**src/rtl/exec_pkg.sv**
```systemverilog
// Package with constants, encodings and carriers for the move/OR/literal execution block
package exec_pkg;

   // ------------------------------------------------------------
   // Widths
   // ------------------------------------------------------------
   localparam int DATA_W  = 8;
   localparam int ADDR_W  = 5;
   localparam int INSN_W  = 12;
   localparam int DEPTH   = 32;

   // ------------------------------------------------------------
   // Instruction encodings (12-bit words)
   // ------------------------------------------------------------
   localparam logic [INSN_W-1:0] NOP_WORD     = 12'h000;
   localparam logic [INSN_W-1:0] OPTION_WORD  = 12'h002;
   localparam logic [6:0]        MOVE_ACC_TO_FILE_OP = 7'h01;  // 0000_001f_ffff
   localparam logic [5:0]        OR_ACC_WITH_FILE_OP = 6'h04;  // 0001_00df_ffff
   localparam logic [5:0]        MOVE_FILE_OP        = 6'h08;  // 0010_00df_ffff
   localparam logic [3:0]        LOAD_LITERAL_OP     = 4'hc;   // 1100_kkkk_kkkk

   // ------------------------------------------------------------
   // Field positions
   // ------------------------------------------------------------
   localparam int DEST_BIT   = 5;
   localparam int ADDR_LSB   = 0;
   localparam int LIT_LSB    = 0;

   // ------------------------------------------------------------
   // Reset values
   // ------------------------------------------------------------
   localparam logic [DATA_W-1:0] ACC_RST    = 8'h00;
   localparam logic [DATA_W-1:0] OPTION_RST = 8'hff;
   localparam logic [DATA_W-1:0] FILE_RST   = 8'h00;
   localparam logic              ZERO_RST   = 1'b0;

   // ------------------------------------------------------------
   // Decoded operations
   // ------------------------------------------------------------
   typedef enum logic [6:0]
   {
      OP_NOP     = 7'h01,
      OP_OR      = 7'h02,
      OP_MOVE_ACC  = 7'h04,
      OP_MOVE_FILE = 7'h08,
      OP_LIT     = 7'h10,
      OP_OPTION  = 7'h20,
      OP_OTHER   = 7'h40
   } op_t;

   // ------------------------------------------------------------
   // Carriers
   // ------------------------------------------------------------
   typedef struct packed
   {
      logic              valid;
      logic [INSN_W-1:0] word;
   } insn_t;

   typedef struct packed
   {
      logic              we;
      logic [ADDR_W-1:0] addr;
      logic [DATA_W-1:0] data;
   } file_wr_t;

   typedef struct packed
   {
      logic              done;
      logic              pc_inc;
      logic              illegal;
   } exec_status_t;

endpackage

```
**src/rtl/move_or_literal_exec.sv**
```systemverilog
// Execution unit for OR-with-file, moves, literal load, option load and no-operation
`timescale 1ns/1ns
`default_nettype none

module move_or_literal_exec
(
   // Clock and reset
   input  wire logic                            clk_i,
   input  wire logic                            reset_n_i,
   // Instruction from decoder (same clock domain)
   input  wire exec_pkg::insn_t                 insn_i,
   // Architectural state
   output logic      [exec_pkg::DATA_W-1:0]     acc_o,
   output logic      [exec_pkg::DATA_W-1:0]     option_o,
   output logic                                 zero_o,
   // Completion
   output exec_pkg::exec_status_t               status_o,
   // Last file write, for observation
   output exec_pkg::file_wr_t                   file_wr_o
);
   import exec_pkg::*;

   typedef enum logic [1:0]
   {
      ST_IDLE = 2'b01,
      ST_EXEC = 2'b10
   } state_t;

   // ------------------------------------------------------------
   // Decode
   // ------------------------------------------------------------
   function automatic op_t decode(input logic [INSN_W-1:0] w);
      op_t op;
      op = OP_OTHER;
      if (w == NOP_WORD)
         op = OP_NOP;
      else if (w == OPTION_WORD)
         op = OP_OPTION;
      else if (w[11:5] == MOVE_ACC_TO_FILE_OP)
         op = OP_MOVE_ACC;
      else if (w[11:6] == OR_ACC_WITH_FILE_OP)
         op = OP_OR;
      else if (w[11:6] == MOVE_FILE_OP)
         op = OP_MOVE_FILE;
      else if (w[11:8] == LOAD_LITERAL_OP)
         op = OP_LIT;
      return op;
   endfunction

   state_t            state_ff;
   state_t            nxt_state;
   op_t               op_ff;
   op_t               nxt_op;
   logic [INSN_W-1:0] word_ff;
   logic [INSN_W-1:0] nxt_word;
   logic [DATA_W-1:0] acc_ff;
   logic [DATA_W-1:0] nxt_acc;
   logic [DATA_W-1:0] option_ff;
   logic [DATA_W-1:0] nxt_option;
   logic              zero_ff;
   logic              nxt_zero;
   exec_status_t      status_ff;
   exec_status_t      nxt_status;
   file_wr_t          wr_ff;
   file_wr_t          nxt_wr;
   file_wr_t          mem_wr;
   logic [DATA_W-1:0] file_rd;
   logic [ADDR_W-1:0] rd_addr;
   logic [DATA_W-1:0] result;
   logic              dest_file;
   logic [ADDR_W-1:0] f_addr;

   assign rd_addr   = insn_i.word[ADDR_LSB +: ADDR_W];
   assign f_addr    = word_ff[ADDR_LSB +: ADDR_W];
   assign dest_file = word_ff[DEST_BIT];

   file_mem u_file
   (
      .clk_i     (clk_i),
      .reset_n_i (reset_n_i),
      .wr_i      (mem_wr),
      .rd_addr_i (rd_addr),
      .rd_data_o (file_rd)
   );

   // ------------------------------------------------------------
   // Next state: fetch cycle reads file, execute cycle writes
   // ------------------------------------------------------------
   always_comb
   begin
      nxt_state  = state_ff;
      nxt_op     = op_ff;
      nxt_word   = word_ff;
      nxt_acc    = acc_ff;
      nxt_option = option_ff;
      nxt_zero   = zero_ff;
      nxt_status = '0;
      nxt_wr     = wr_ff;
      nxt_wr.we  = 1'b0;
      mem_wr     = '0;
      result     = '0;
      case (state_ff)
         ST_IDLE:
         begin
            if (insn_i.valid)
            begin
               nxt_op    = decode(insn_i.word);
               nxt_word  = insn_i.word;
               nxt_state = ST_EXEC;
            end
         end
         ST_EXEC:
         begin
            nxt_state         = ST_IDLE;
            nxt_status.done   = 1'b1;
            nxt_status.pc_inc = 1'b1;
            case (op_ff)
               OP_OR:
               begin
                  result   = acc_ff | file_rd;
                  nxt_zero = (result == '0);
                  if (dest_file)
                     mem_wr = '{we: 1'b1, addr: f_addr, data: result};
                  else
                     nxt_acc = result;
               end
               OP_MOVE_ACC:
               begin
                  mem_wr = '{we: 1'b1, addr: f_addr, data: acc_ff};
               end
               OP_MOVE_FILE:
               begin
                  result   = file_rd;
                  nxt_zero = (result == '0);
                  if (dest_file)
                     mem_wr = '{we: 1'b1, addr: f_addr, data: result};
                  else
                     nxt_acc = result;
               end
               OP_LIT:
               begin
                  nxt_acc = word_ff[LIT_LSB +: DATA_W];
               end
               OP_OPTION:
               begin
                  nxt_option = acc_ff;
               end
               OP_NOP:
               begin
                  nxt_status.pc_inc = 1'b1;
               end
               default:
               begin
                  nxt_status.illegal = 1'b1;
               end
            endcase
            if (mem_wr.we)
               nxt_wr = mem_wr;
         end
         default:
         begin
            nxt_state = ST_IDLE;
         end
      endcase
   end

   // ------------------------------------------------------------
   // Registers
   // ------------------------------------------------------------
   always_ff @(posedge clk_i)
   begin
      if (!reset_n_i)
      begin
         state_ff  <= ST_IDLE;
         op_ff     <= OP_NOP;
         word_ff   <= NOP_WORD;
         acc_ff    <= ACC_RST;
         option_ff <= OPTION_RST;
         zero_ff   <= ZERO_RST;
         status_ff <= '0;
         wr_ff     <= '0;
      end
      else
      begin
         state_ff  <= nxt_state;
         op_ff     <= nxt_op;
         word_ff   <= nxt_word;
         acc_ff    <= nxt_acc;
         option_ff <= nxt_option;
         zero_ff   <= nxt_zero;
         status_ff <= nxt_status;
         wr_ff     <= nxt_wr;
      end
   end

   assign acc_o     = acc_ff;
   assign option_o  = option_ff;
   assign zero_o    = zero_ff;
   assign status_o  = status_ff;
   assign file_wr_o = wr_ff;

endmodule
`default_nettype wire

```
**src/rtl/file_mem.sv**
```systemverilog
// Register file: 32 bytes, one write port, one registered read port
`timescale 1ns/1ns
`default_nettype none

module file_mem
(
   // Clock and reset
   input  wire logic                            clk_i,
   input  wire logic                            reset_n_i,
   // Write port
   input  wire exec_pkg::file_wr_t              wr_i,
   // Read port
   input  wire logic [exec_pkg::ADDR_W-1:0]     rd_addr_i,
   output logic      [exec_pkg::DATA_W-1:0]     rd_data_o
);
   import exec_pkg::*;

   logic [DATA_W-1:0] mem_ff     [DEPTH];
   logic [DATA_W-1:0] nxt_mem    [DEPTH];
   logic [DATA_W-1:0] rd_data_ff;
   logic [DATA_W-1:0] nxt_rd_data;

   // ------------------------------------------------------------
   // Next state
   // ------------------------------------------------------------
   always_comb
   begin
      for (int i = 0; i < DEPTH; i++)
      begin
         nxt_mem[i] = mem_ff[i];
      end
      if (wr_i.we)
      begin
         nxt_mem[wr_i.addr] = wr_i.data;
      end
      nxt_rd_data = mem_ff[rd_addr_i];
   end

   // ------------------------------------------------------------
   // Registers
   // ------------------------------------------------------------
   always_ff @(posedge clk_i)
   begin
      if (!reset_n_i)
      begin
         for (int i = 0; i < DEPTH; i++)
         begin
            mem_ff[i] <= FILE_RST;
         end
         rd_data_ff <= FILE_RST;
      end
      else
      begin
         mem_ff     <= nxt_mem;
         rd_data_ff <= nxt_rd_data;
      end
   end

   assign rd_data_o = rd_data_ff;

endmodule
`default_nettype wire

```
**config.mk**
```make
export PLATFORM = sky130hd
export DESIGN_NAME = move_or_literal_exec
export DESIGN_NICKNAME = d
export VERILOG_FILES = /design/src/rtl/exec_pkg.sv /design/src/rtl/move_or_literal_exec.sv /design/src/rtl/file_mem.sv
export SDC_FILE = /design/constraint.sdc
export NUM_CORES = 1
export LEC_CHECK = 0
export BUFFER_PORTS_ARGS = -buffer_cell sky130_fd_sc_hd__buf_2
export CORE_ASPECT_RATIO = 1.4
export CORE_UTILIZATION = 55
export CTS_BUF_LIST = sky130_fd_sc_hd__clkbuf_4 sky130_fd_sc_hd__clkbuf_8
export CTS_CLUSTER_SIZE = 40
export DETAILED_ROUTE_END_ITERATION = 10
export PLACE_DENSITY = 0.74
export SYNTH_ARGS = -nofsm -noshare
export SYNTH_HDL_FRONTEND = slang
export SYNTH_SLANG_ARGS = --single-unit
```
**constraint.sdc**
```tcl
create_clock -name clk_i -period 3.9 [get_ports clk_i]
set_clock_uncertainty 0.2 [all_clocks]
set_input_delay 0.585 -clock clk_i [delete_from_list [all_inputs] [get_ports clk_i]]
set_output_delay 0.585 -clock clk_i [all_outputs]
set_load 0.02 [all_outputs]
```
==> flow_summary.toml, run 1 <==
[status]
status = "complete, no violations"

[finish]
nets = 1424
multi_input_area_sq_um = 6500
fillers = 2021
drive_gt1_frac = 0.181
seq_area_sq_um = 6290
num_antenna_cells = 0
area_growth_pct = 9.46

[die]
fp.dieH_um = 187
core_area_sq_um = 23900
start_util = 0.560
die_w_um = 134
die_area_sq_um = 25000
rows = 67
boundaryPins = 49

[yosys]
yosys.area_share.simple = 0.178
synthMuxAreaShare = 0.123
synth_area_leaders = "dfxtp_1 (47%), nand2_1 (7.8%), o22ai_1 (7.4%), mux4_2 (6.9%), o21ai_0 (4.3%)"
synth_top_family_by_area = "compound AO/OA/AOI/OAI gates"
synthAdderAreaFrac = 0
synth_seq_area_share = 0.470
synth_compound_area_frac = 0.183
syn_area_per_cell_sq_um = 9.55
synth.most_common_cell = "dfxtp_1"
ys_async_sr_fraction = 0
synth_edf_count = 0
yosysTopAreaCellShare = 0.470
synth.net_count = 1415
ys_ff_latch = 314
yosysTopAreaCell = "dfxtp_1"
synth_xor_area_frac = 0.00196
synth.cells.most_frequent = "dfxtp_1 (314), nand2_1 (279), o22ai_1 (158), o21ai_0 (116), nand3_1 (65)"
ys_types = 62
synth_top_flop_cell = "dfxtp_1"
netlist_instances = 1400
netlist_area_sq_um = 13400
yosysWarnings = 0

[power_and_ir_drop]
power_density_nw_per_um2 = 429
sw_frac_of_total = 0.237
total_power_mw = 6.29
ir_drop_uv = 253
p_clk_frac = 0.439
p_switching_mw = 1.49
leakagePower_nw = 5.38
p_seq_frac = 0.516
p_int_mw = 4.79
combPwrFrac = 0.045

[critical_path]
reg2reg_slack_ns = 0.55
crit_buf_inv = 0
path_cells = "nor3b_2 -> o311a_1 -> nand4_1 -> nand3_1 -> o21ai_0"
end_kind = "flop"
r2r_cells = 5
crit_path_top_delay_cell = "dfxtp_1"
r2r_start = "op_ff[2]"
crit_family = "simple AND/OR/NAND/NOR gates"
worstSetupStartpointType = "flop"
cp_data_required_time_ns = 4.12
r2r_end = "u_file.mem_ff[173]"
slowest_delay_ns = 0.75
arrival_ns = 3.57
crit_type = "reg -> reg"
path_max_fanout = 18

[route]
drc_errors = 0
via_count = 11400
wl_per_cell_um = 22.2
drt_first_iter_violations = 968
first_pass_iters = 6
wl_mm = 39.0
vias_per_cell = 6.51
antenna_left = 0

[clocking]
root_buffer = "clkbuf_8"
clk_pin_slew_ns = 0.06
cts_hold_buf = 0
cts_buffers = 47
clk_path_buf_depth = 3
cts_htree_levels = 2
cts_setup_buffers = 0
ctsResizeCount = 0
clk_latency_ns = 0.58
clock_sinks = 314
cts_tree = "built"

[global_route]
grt_overflow_total = 0
grt_usage = 0.315
first_global_vias = 10800
grt_max_degree = 128
grt_pass1_wl_mm = 60.9
antenna_found_initial = 0

[placement]
hpwlAfterDp_mm = 25.9
place_congestion = 0.959
portBuffers = 48

[sta]
timing.setup.tns_ns = 0
tightest_slew_ns = 1.16
maxSlewHeadroom = 0.225
timing.final.hold_violations = 0
fin_crit_sh = 0.860
finalSetupViolations = 0
fmax_ghz = 0.298
rsz0062_at_grt = "false"
fin_crit_ns = 3.35
maxSlewViolCount = 0

[min_path]
hold_path_depth = 3
hold_end = "word_ff[7]"
hp-class = "in -> reg"
hp-start = "insn_i[7]"

[job]
maxCapViolCount = 0
==> registers in the layout (all words and copies together) (netlist names) <==
signal,cells
op_ff,7
option_o,8
u_file.mem_ff,256
u_file.rd_data_o,8
status_o,2
zero_o,1
file_wr_o,14
state_ff,2
word_ff,8
acc_o,8
==> through the flow <==
| step | cell area, sq um | hold WS [ns] | setup slack (ns) | cells | util |
|---|---|---|---|---|---|
| after floorplan | 13400 | 0.220 | 1.42 | 1400 | - |
| after global placement | 13700 | 0.230 | 0.836 | 1670 | 0.572 |
| after detailed placement | 13700 | 0.238 | 0.726 | 1670 | 0.572 |
| after CTS | 14600 | 0.0504 | 0.701 | 1754 | 0.613 |
| after global routing | 14600 | 0.0818 | 0.399 | 1754 | 0.613 |
| final | 14600 | 0.0509 | 0.548 | 1754 | 0.613 |
==> per-layer routing <==
| layer | track usage | vias to the layer above | wire (um) |
|---|---|---|---|
| met1 | 0.372 | 5448 | 14400 |
| met5 | 0 | - | 0 |
| li1 | - | 5200 | - |
| met3 | 0.0565 | 151 | 3250 |
| met4 | 0.189 | 0 | 2340 |
| met2 | 0.529 | 611 | 19000 |
==> cell usage in the layout, fill, tap and decap left out, drive strengths merged, types with 21 or more instances in the layout <==
cell    count
o21ai     128
nand2     288
mux4       41
buf        70
nor4       24
nand3      65
a21oi      49
clkbuf     71
mux2i      54
dfxtp     314
nor2       21
o22ai     159
==> cell families after synthesis <==
family                 after synthesis
multiplexers                       111
flip-flops                         314
buffers and inverters              118
AO/OA/AOI/OAI                      398
XOR/XNOR                             3
AND/OR/NAND/NOR                    456
==> worst max path at each step <==
stage,start,depth (start not counted),end,slack [ns]
CTS,op_ff[2],5,u_file.mem_ff[172],0.70
global route,op_ff[2],5,u_file.mem_ff[174],0.40
detailed placement,op_ff[2],5,u_file.mem_ff[173],0.73
finish,op_ff[2],5,u_file.mem_ff[173],0.55
global placement,op_ff[2],5,u_file.mem_ff[169],0.84
floorplan,insn_i[1],7,u_file.rd_data_o[5],1.42
==> power by group through the flow <==
stage / Sequential (mW) / Combinational [mW] / Clock [mW]
final: 3.24 / 0.281 / 2.76
after global routing: 3.24 / 0.298 / 2.93
after CTS: 3.24 / 0.275 / 2.78
after detailed placement: 3.32 / 0.275 / 0
after global placement: 3.31 / 0.274 / 0
after floorplan: 3.30 / 0.212 / 0
==> layout make-up <==
type / count / area share
Timing Repair Buffer: 70 / 0.0309
Multi-Input combinational cell: 968 / 0.444
Clock inverter: 13 / 0.00479
Clock buffer: 71 / 0.0621
Inverter: 8 / 0.00205
Tap cell: 310 / 0.0265
Sequential cell: 314 / 0.429
==> worst reg2reg max path: stages (launching register included) <==
cell and delay [ns]:
dfxtp_1 0.75, nor3b_2 0.41, o311a_1 0.66, nand4_1 0.75
nand3_1 0.31, o21ai_0 0.11
(Power assumes the default switching activity.)
==> inputs of run 2 (changes only) <==
- clock period: 3.9 -> 4.2 ns (I/O delays scaled with it)
==> run 2 against run 1 <==
Compared with the run above:
- global-route usage is essentially flat
- sequential share of layout area down 0.16 points
- hold slack better by 0.061 ns
- non-clock buffer count is the same
- combinational power down 6%
- clock power shrank 1%
- critical path depth is the same
- core utilization rose by 0.23 points
- clock-buffer cell count increased by 5
- total power fell by 4.5%
- largest cell class unchanged
==> flow_summary.toml, run 2 (synthesized netlist as in run 1, its figures left out) <==
[status]
status = "complete, no violations"

[sta]
fin_crit_sh = 0.806
worst_hold_slack_ns = 0.112
maxSlewViolCount = 0
timing.setup.tns_ns = 0
fin_crit_ns = 3.38
fmax_ghz = 0.296
finalSetupViolations = 0
timing.final.hold_violations = 0
tightest_slew_ns = 0.852
maxSlewHeadroom = 0.430
rsz0062_at_grt = "false"

[critical_path]
worstSetupStartpointType = "flop"
crit_buf_inv = 0
path_max_fanout = 18
r2r_cells = 5
crit_type = "reg -> reg"
crit_family = "simple AND/OR/NAND/NOR gates"
r2r_end = "u_file.mem_ff[169]"
crit_path_top_delay_cell = "nand4_1"
r2r_start = "op_ff[2]"
cp_data_required_time_ns = 4.42
end_kind = "flop"
reg2reg_slack_ns = 0.82
path_cells = "nor3b_2 -> o311a_1 -> nand4_1 -> nand3_1 -> o21ai_0"
crit_path_start = "op_ff[2]"
cp.depth = 5
arrival_ns = 3.60
slowest_delay_ns = 0.78

[clocking]
ctsResizeCount = 0
cts_buffers = 47
cts_tree = "built"
cts_hold_buf = 0
clock_sinks = 314
cts_setup_buffers = 0
clk_pin_slew_ns = 0.06
cts_htree_levels = 2
clk_path_buf_depth = 3
clk_latency_ns = 0.59
root_buffer = "clkbuf_8"

[route]
drt_first_iter_violations = 1101
vias_per_cell = 6.44
wl_mm = 39.1
wl_per_cell_um = 22.2
via_count = 11300
first_pass_iters = 5
antenna_left = 0
drc_errors = 0

[die]
rows = 67
die_area_sq_um = 25000
fp.dieH_um = 187
boundaryPins = 49
start_util = 0.560
core_area_sq_um = 23900
die_w_um = 134

[placement]
place_area_sq_um = 13600
place_congestion = 0.905
portBuffers = 48
hpwlAfterDp_mm = 25.7

[finish]
largest_register_ffs = 256
nets = 1424
final_cell_mix = "dfxtp_1 (314), nand2_1 (279), o22ai_1 (158)"
mostFrequentLayoutCell = "dfxtp_1"
drive_gt1_frac = 0.182
fin_area_sq_um = 14700
regMostFlops = "u_file.mem_ff"
area_growth_pct = 9.86

[power_and_ir_drop]
ir_drop_uv = 247
combPwrFrac = 0.044
p_switching_mw = 1.41
p_clk_frac = 0.454
p_seq_frac = 0.502
sw_frac_of_total = 0.235
power_density_nw_per_um2 = 409
p_int_mw = 4.59
leakagePower_nw = 5.41

[global_route]
grt_pass1_wl_mm = 61.5
grt_usage = 0.315
grt_max_degree = 73
first_global_vias = 11200
antenna_found_initial = 0
grt_overflow_total = 0

[min_path]
hp-class = "in -> reg"
hold_end = "word_ff[7]"
hold_path_depth = 3
hp-start = "insn_i[7]"

[job]
maxCapViolCount = 0
run 2: worst max-delay path by stage:
stage                          endpoint  slack, ns
CTS                  u_file.mem_ff[169]       0.96
detailed placement  u_file.rd_data_o[2]       0.95
floorplan           u_file.rd_data_o[5]       1.68
global placement    u_file.rd_data_o[2]       0.97
finish               u_file.mem_ff[169]       0.82
global route         u_file.mem_ff[174]       0.71
run 2: layout make-up:
class | count | area (sq um)
repair buffers | 70 | 427
fillers | 1984 | 9200
flip-flops and latches | 314 | 6290
diodes | 1 | 2.50
inverters | 8 | 30.0
multi-input cells | 968 | 6500
well taps | 310 | 388
clock inverters | 11 | 90.1
clock buffers | 76 | 965
run 2: per-stage QoR:
step                utilization  instances  power (mW)  setup WS (ns)
floorplan                     -       1400        3.26           1.68
global placement          0.571       1670        3.34          0.968
detailed placement        0.571       1670        3.34          0.952
CTS                       0.615       1757        6.02          0.957
global route              0.615       1757        6.18          0.706
finish                    0.615       1758        6.00          0.817
run 2: power groups by stage:
stage	Sequential (mW)	Combinational (mW)	Clock, mW
finish	3.02	0.264	2.72
global route	3.01	0.278	2.89
CTS	3.01	0.258	2.75
detailed placement	3.08	0.257	0
global placement	3.08	0.256	0
floorplan	3.07	0.197	0
run 2: worst reg2reg max path: stages, from the launching register on:
cell and delay [ns]:
dfxtp_1 0.72, nor3b_2 0.42, o311a_1 0.70, nand4_1 0.79, nand3_1 0.29, o21ai_0 0.12
run 2: metal layers:
layer / part of all wire / wire, um / GRT usage
met2: 0.48 / 18600 / 0.508
met4: 0.069 / 2680 / 0.226
met1: 0.38 / 14800 / 0.370
met3: 0.076 / 2970 / 0.0644
met5: 0 / 0 / 0
==> inputs of run 3 (changes only) <==
- PLACE_DENSITY: 0.74 -> 0.77
- clock period: 4.2 -> 3.1 ns (I/O delays scaled with it)
==> run 3 against run 2 <==
Compared with the run above:
- maximum frequency grew 16%
- die area is the same
- routed wire length grew 0.15%
- global-route usage grew 0.099 points
- first-iteration DRC count grew 17%
- via count grew 1.4%
- combinational power grew 46%
- clock-buffer cell count grew 1
- total power grew 34%
- core utilization grew 1.3 points
- sequential power grew 35%
- final area grew 2.1%
- largest power group unchanged
==> flow_summary.toml, run 3 (synthesized netlist as in run 1, its figures left out) <==
[placement]
place_congestion = 0.936
place_area_sq_um = 14000
hpwlAfterDp_mm = 25.9
portBuffers = 48

[power_and_ir_drop]
power_density_nw_per_um2 = 536
p_int_mw = 6.18
sw_frac_of_total = 0.231
p_switching_mw = 1.86
p_seq_frac = 0.507
combPwrFrac = 0.048
ir_drop_uv = 439
p_clk_frac = 0.445
leakagePower_nw = 5.58
total_power_mw = 8.03

[finish]
utilization = 0.628
num_antenna_cells = 0
mostFrequentLayoutCell = "dfxtp_1"
fin_area_sq_um = 15000
regMostFlops = "u_file.mem_ff"
fillers = 1919
nets = 1455
area_growth_pct = 12.1
final_cell_mix = "dfxtp_1 (314), nand2_1 (279), o22ai_1 (158)"
largest_register_ffs = 256
drive_gt1_frac = 0.196

[sta]
timing.setup.tns_ns = 0
maxSlewViolCount = 0
timing.final.hold_violations = 0
fin_crit_ns = 2.92
fin_crit_sh = 0.941
tightest_slew_ns = 0.811
finalSetupViolations = 0
rsz0062_at_grt = "false"
fmax_ghz = 0.343
maxSlewHeadroom = 0.457
worst_hold_slack_ns = 0.0530

[status]
status = "complete, no violations"

[route]
drt_first_iter_violations = 1284
vias_per_cell = 6.43
wl_mm = 39.1
wl_per_cell_um = 21.9
via_count = 11500
antenna_left = 0
first_pass_iters = 5
drc_errors = 0

[clocking]
cts_tree = "built"
root_buffer = "clkbuf_8"
clock_sinks = 314
clk_pin_slew_ns = 0.07
clk_path_buf_depth = 3
clk_latency_ns = 0.58
cts_htree_levels = 2
cts_buffers = 45
cts_setup_buffers = 0

[global_route]
grt_overflow_total = 0
grt_pass1_wl_mm = 61.6
antenna_found_initial = 0
grt_usage = 0.316
grt_max_degree = 120
first_global_vias = 11000

[critical_path]
arrival_ns = 3.14
end_kind = "flop"
crit_type = "reg -> reg"
path_max_fanout = 16
worstSetupStartpointType = "flop"
cp_data_required_time_ns = 3.32

[die]
fp.dieH_um = 187
rows = 67
die_w_um = 134
boundaryPins = 49
start_util = 0.560
die_area_sq_um = 25000
core_area_sq_um = 23900

[min_path]
hp-class = "in -> reg"

[job]
maxCapViolCount = 0
==> run 3: cell types whose count changed in the layout (fill, tap and decap cells not counted), moves of 3 or more <==
| cell | delta |
|---|---|
| clkinv_2 | -5 |
| clkbuf_4 | +5 |
| clkbuf_8 | -4 |
| buf_12 | +8 |
| buf_4 | +22 |
| dlygate4sd3_1 | +3 |
==> run 3: path summary, 6_finish.rpt <==
path                     startpoint                 end  slack, ns  depth (start not counted)
setup reg to reg           op_ff[0]  u_file.mem_ff[143]       0.18                          5
setup / recovery           op_ff[0]  u_file.mem_ff[143]       0.18                          5
hold reg to reg   u_file.mem_ff[56]   u_file.mem_ff[56]       0.25                          2
hold / removal            insn_i[9]            op_ff[3]       0.05                          3
==> run 3: power groups by stage <==
stage	clock, mW	combinational (mW)	sequential [mW]
floorplan	0	0.267	4.15
global placement	0	0.370	4.17
detailed placement	0	0.372	4.17
CTS	3.59	0.376	4.08
global route	3.77	0.405	4.08
finish	3.57	0.385	4.08
==> run 3: worst max-delay path: stages, from the launching register on <==
cell and delay (ns):
dfxtp_1 0.38, or4_1 0.78, nor3_1 0.32, nand4_1 0.63, nand3_1 0.31, o21ai_0 0.13
==> run 3: final cells by class <==
cell class              count  area (sq um)  area share
multi-input cells         968          6510       0.434
flip-flops and latches    314          6290       0.419
clock buffers              77           947      0.0632
repair buffers            103           782      0.0522
well taps                 310           388      0.0259
clock inverters             4          48.8     0.00325
inverters                   8          30.0     0.00200
==> run 3: metrics by stage <==
stage | setup WS, ns | cells
floorplan | 0.745 | 1400
global route | 0.0251 | 1784
global placement | 0.336 | 1700
CTS | 0.153 | 1784
detailed placement | 0.323 | 1700
finish | 0.182 | 1784
==> run 3: timing repair <==
action	CTS	global route
setup endpoints to repair	0	2
hold endpoints to repair	4	0
gates resized for setup	0	1
hold buffers	3	0
==> run 3: per-layer routing <==
layer | wire length [um] | vias up | share of wire | track usage
li1 | - | 5246 | - | -
met1 | 14700 | 5511 | 0.38 | 0.378
met2 | 19100 | 576 | 0.49 | 0.522
met3 | 2870 | 146 | 0.073 | 0.0522
met4 | 2490 | 0 | 0.064 | 0.202
met5 | 0 | - | 0 | 0
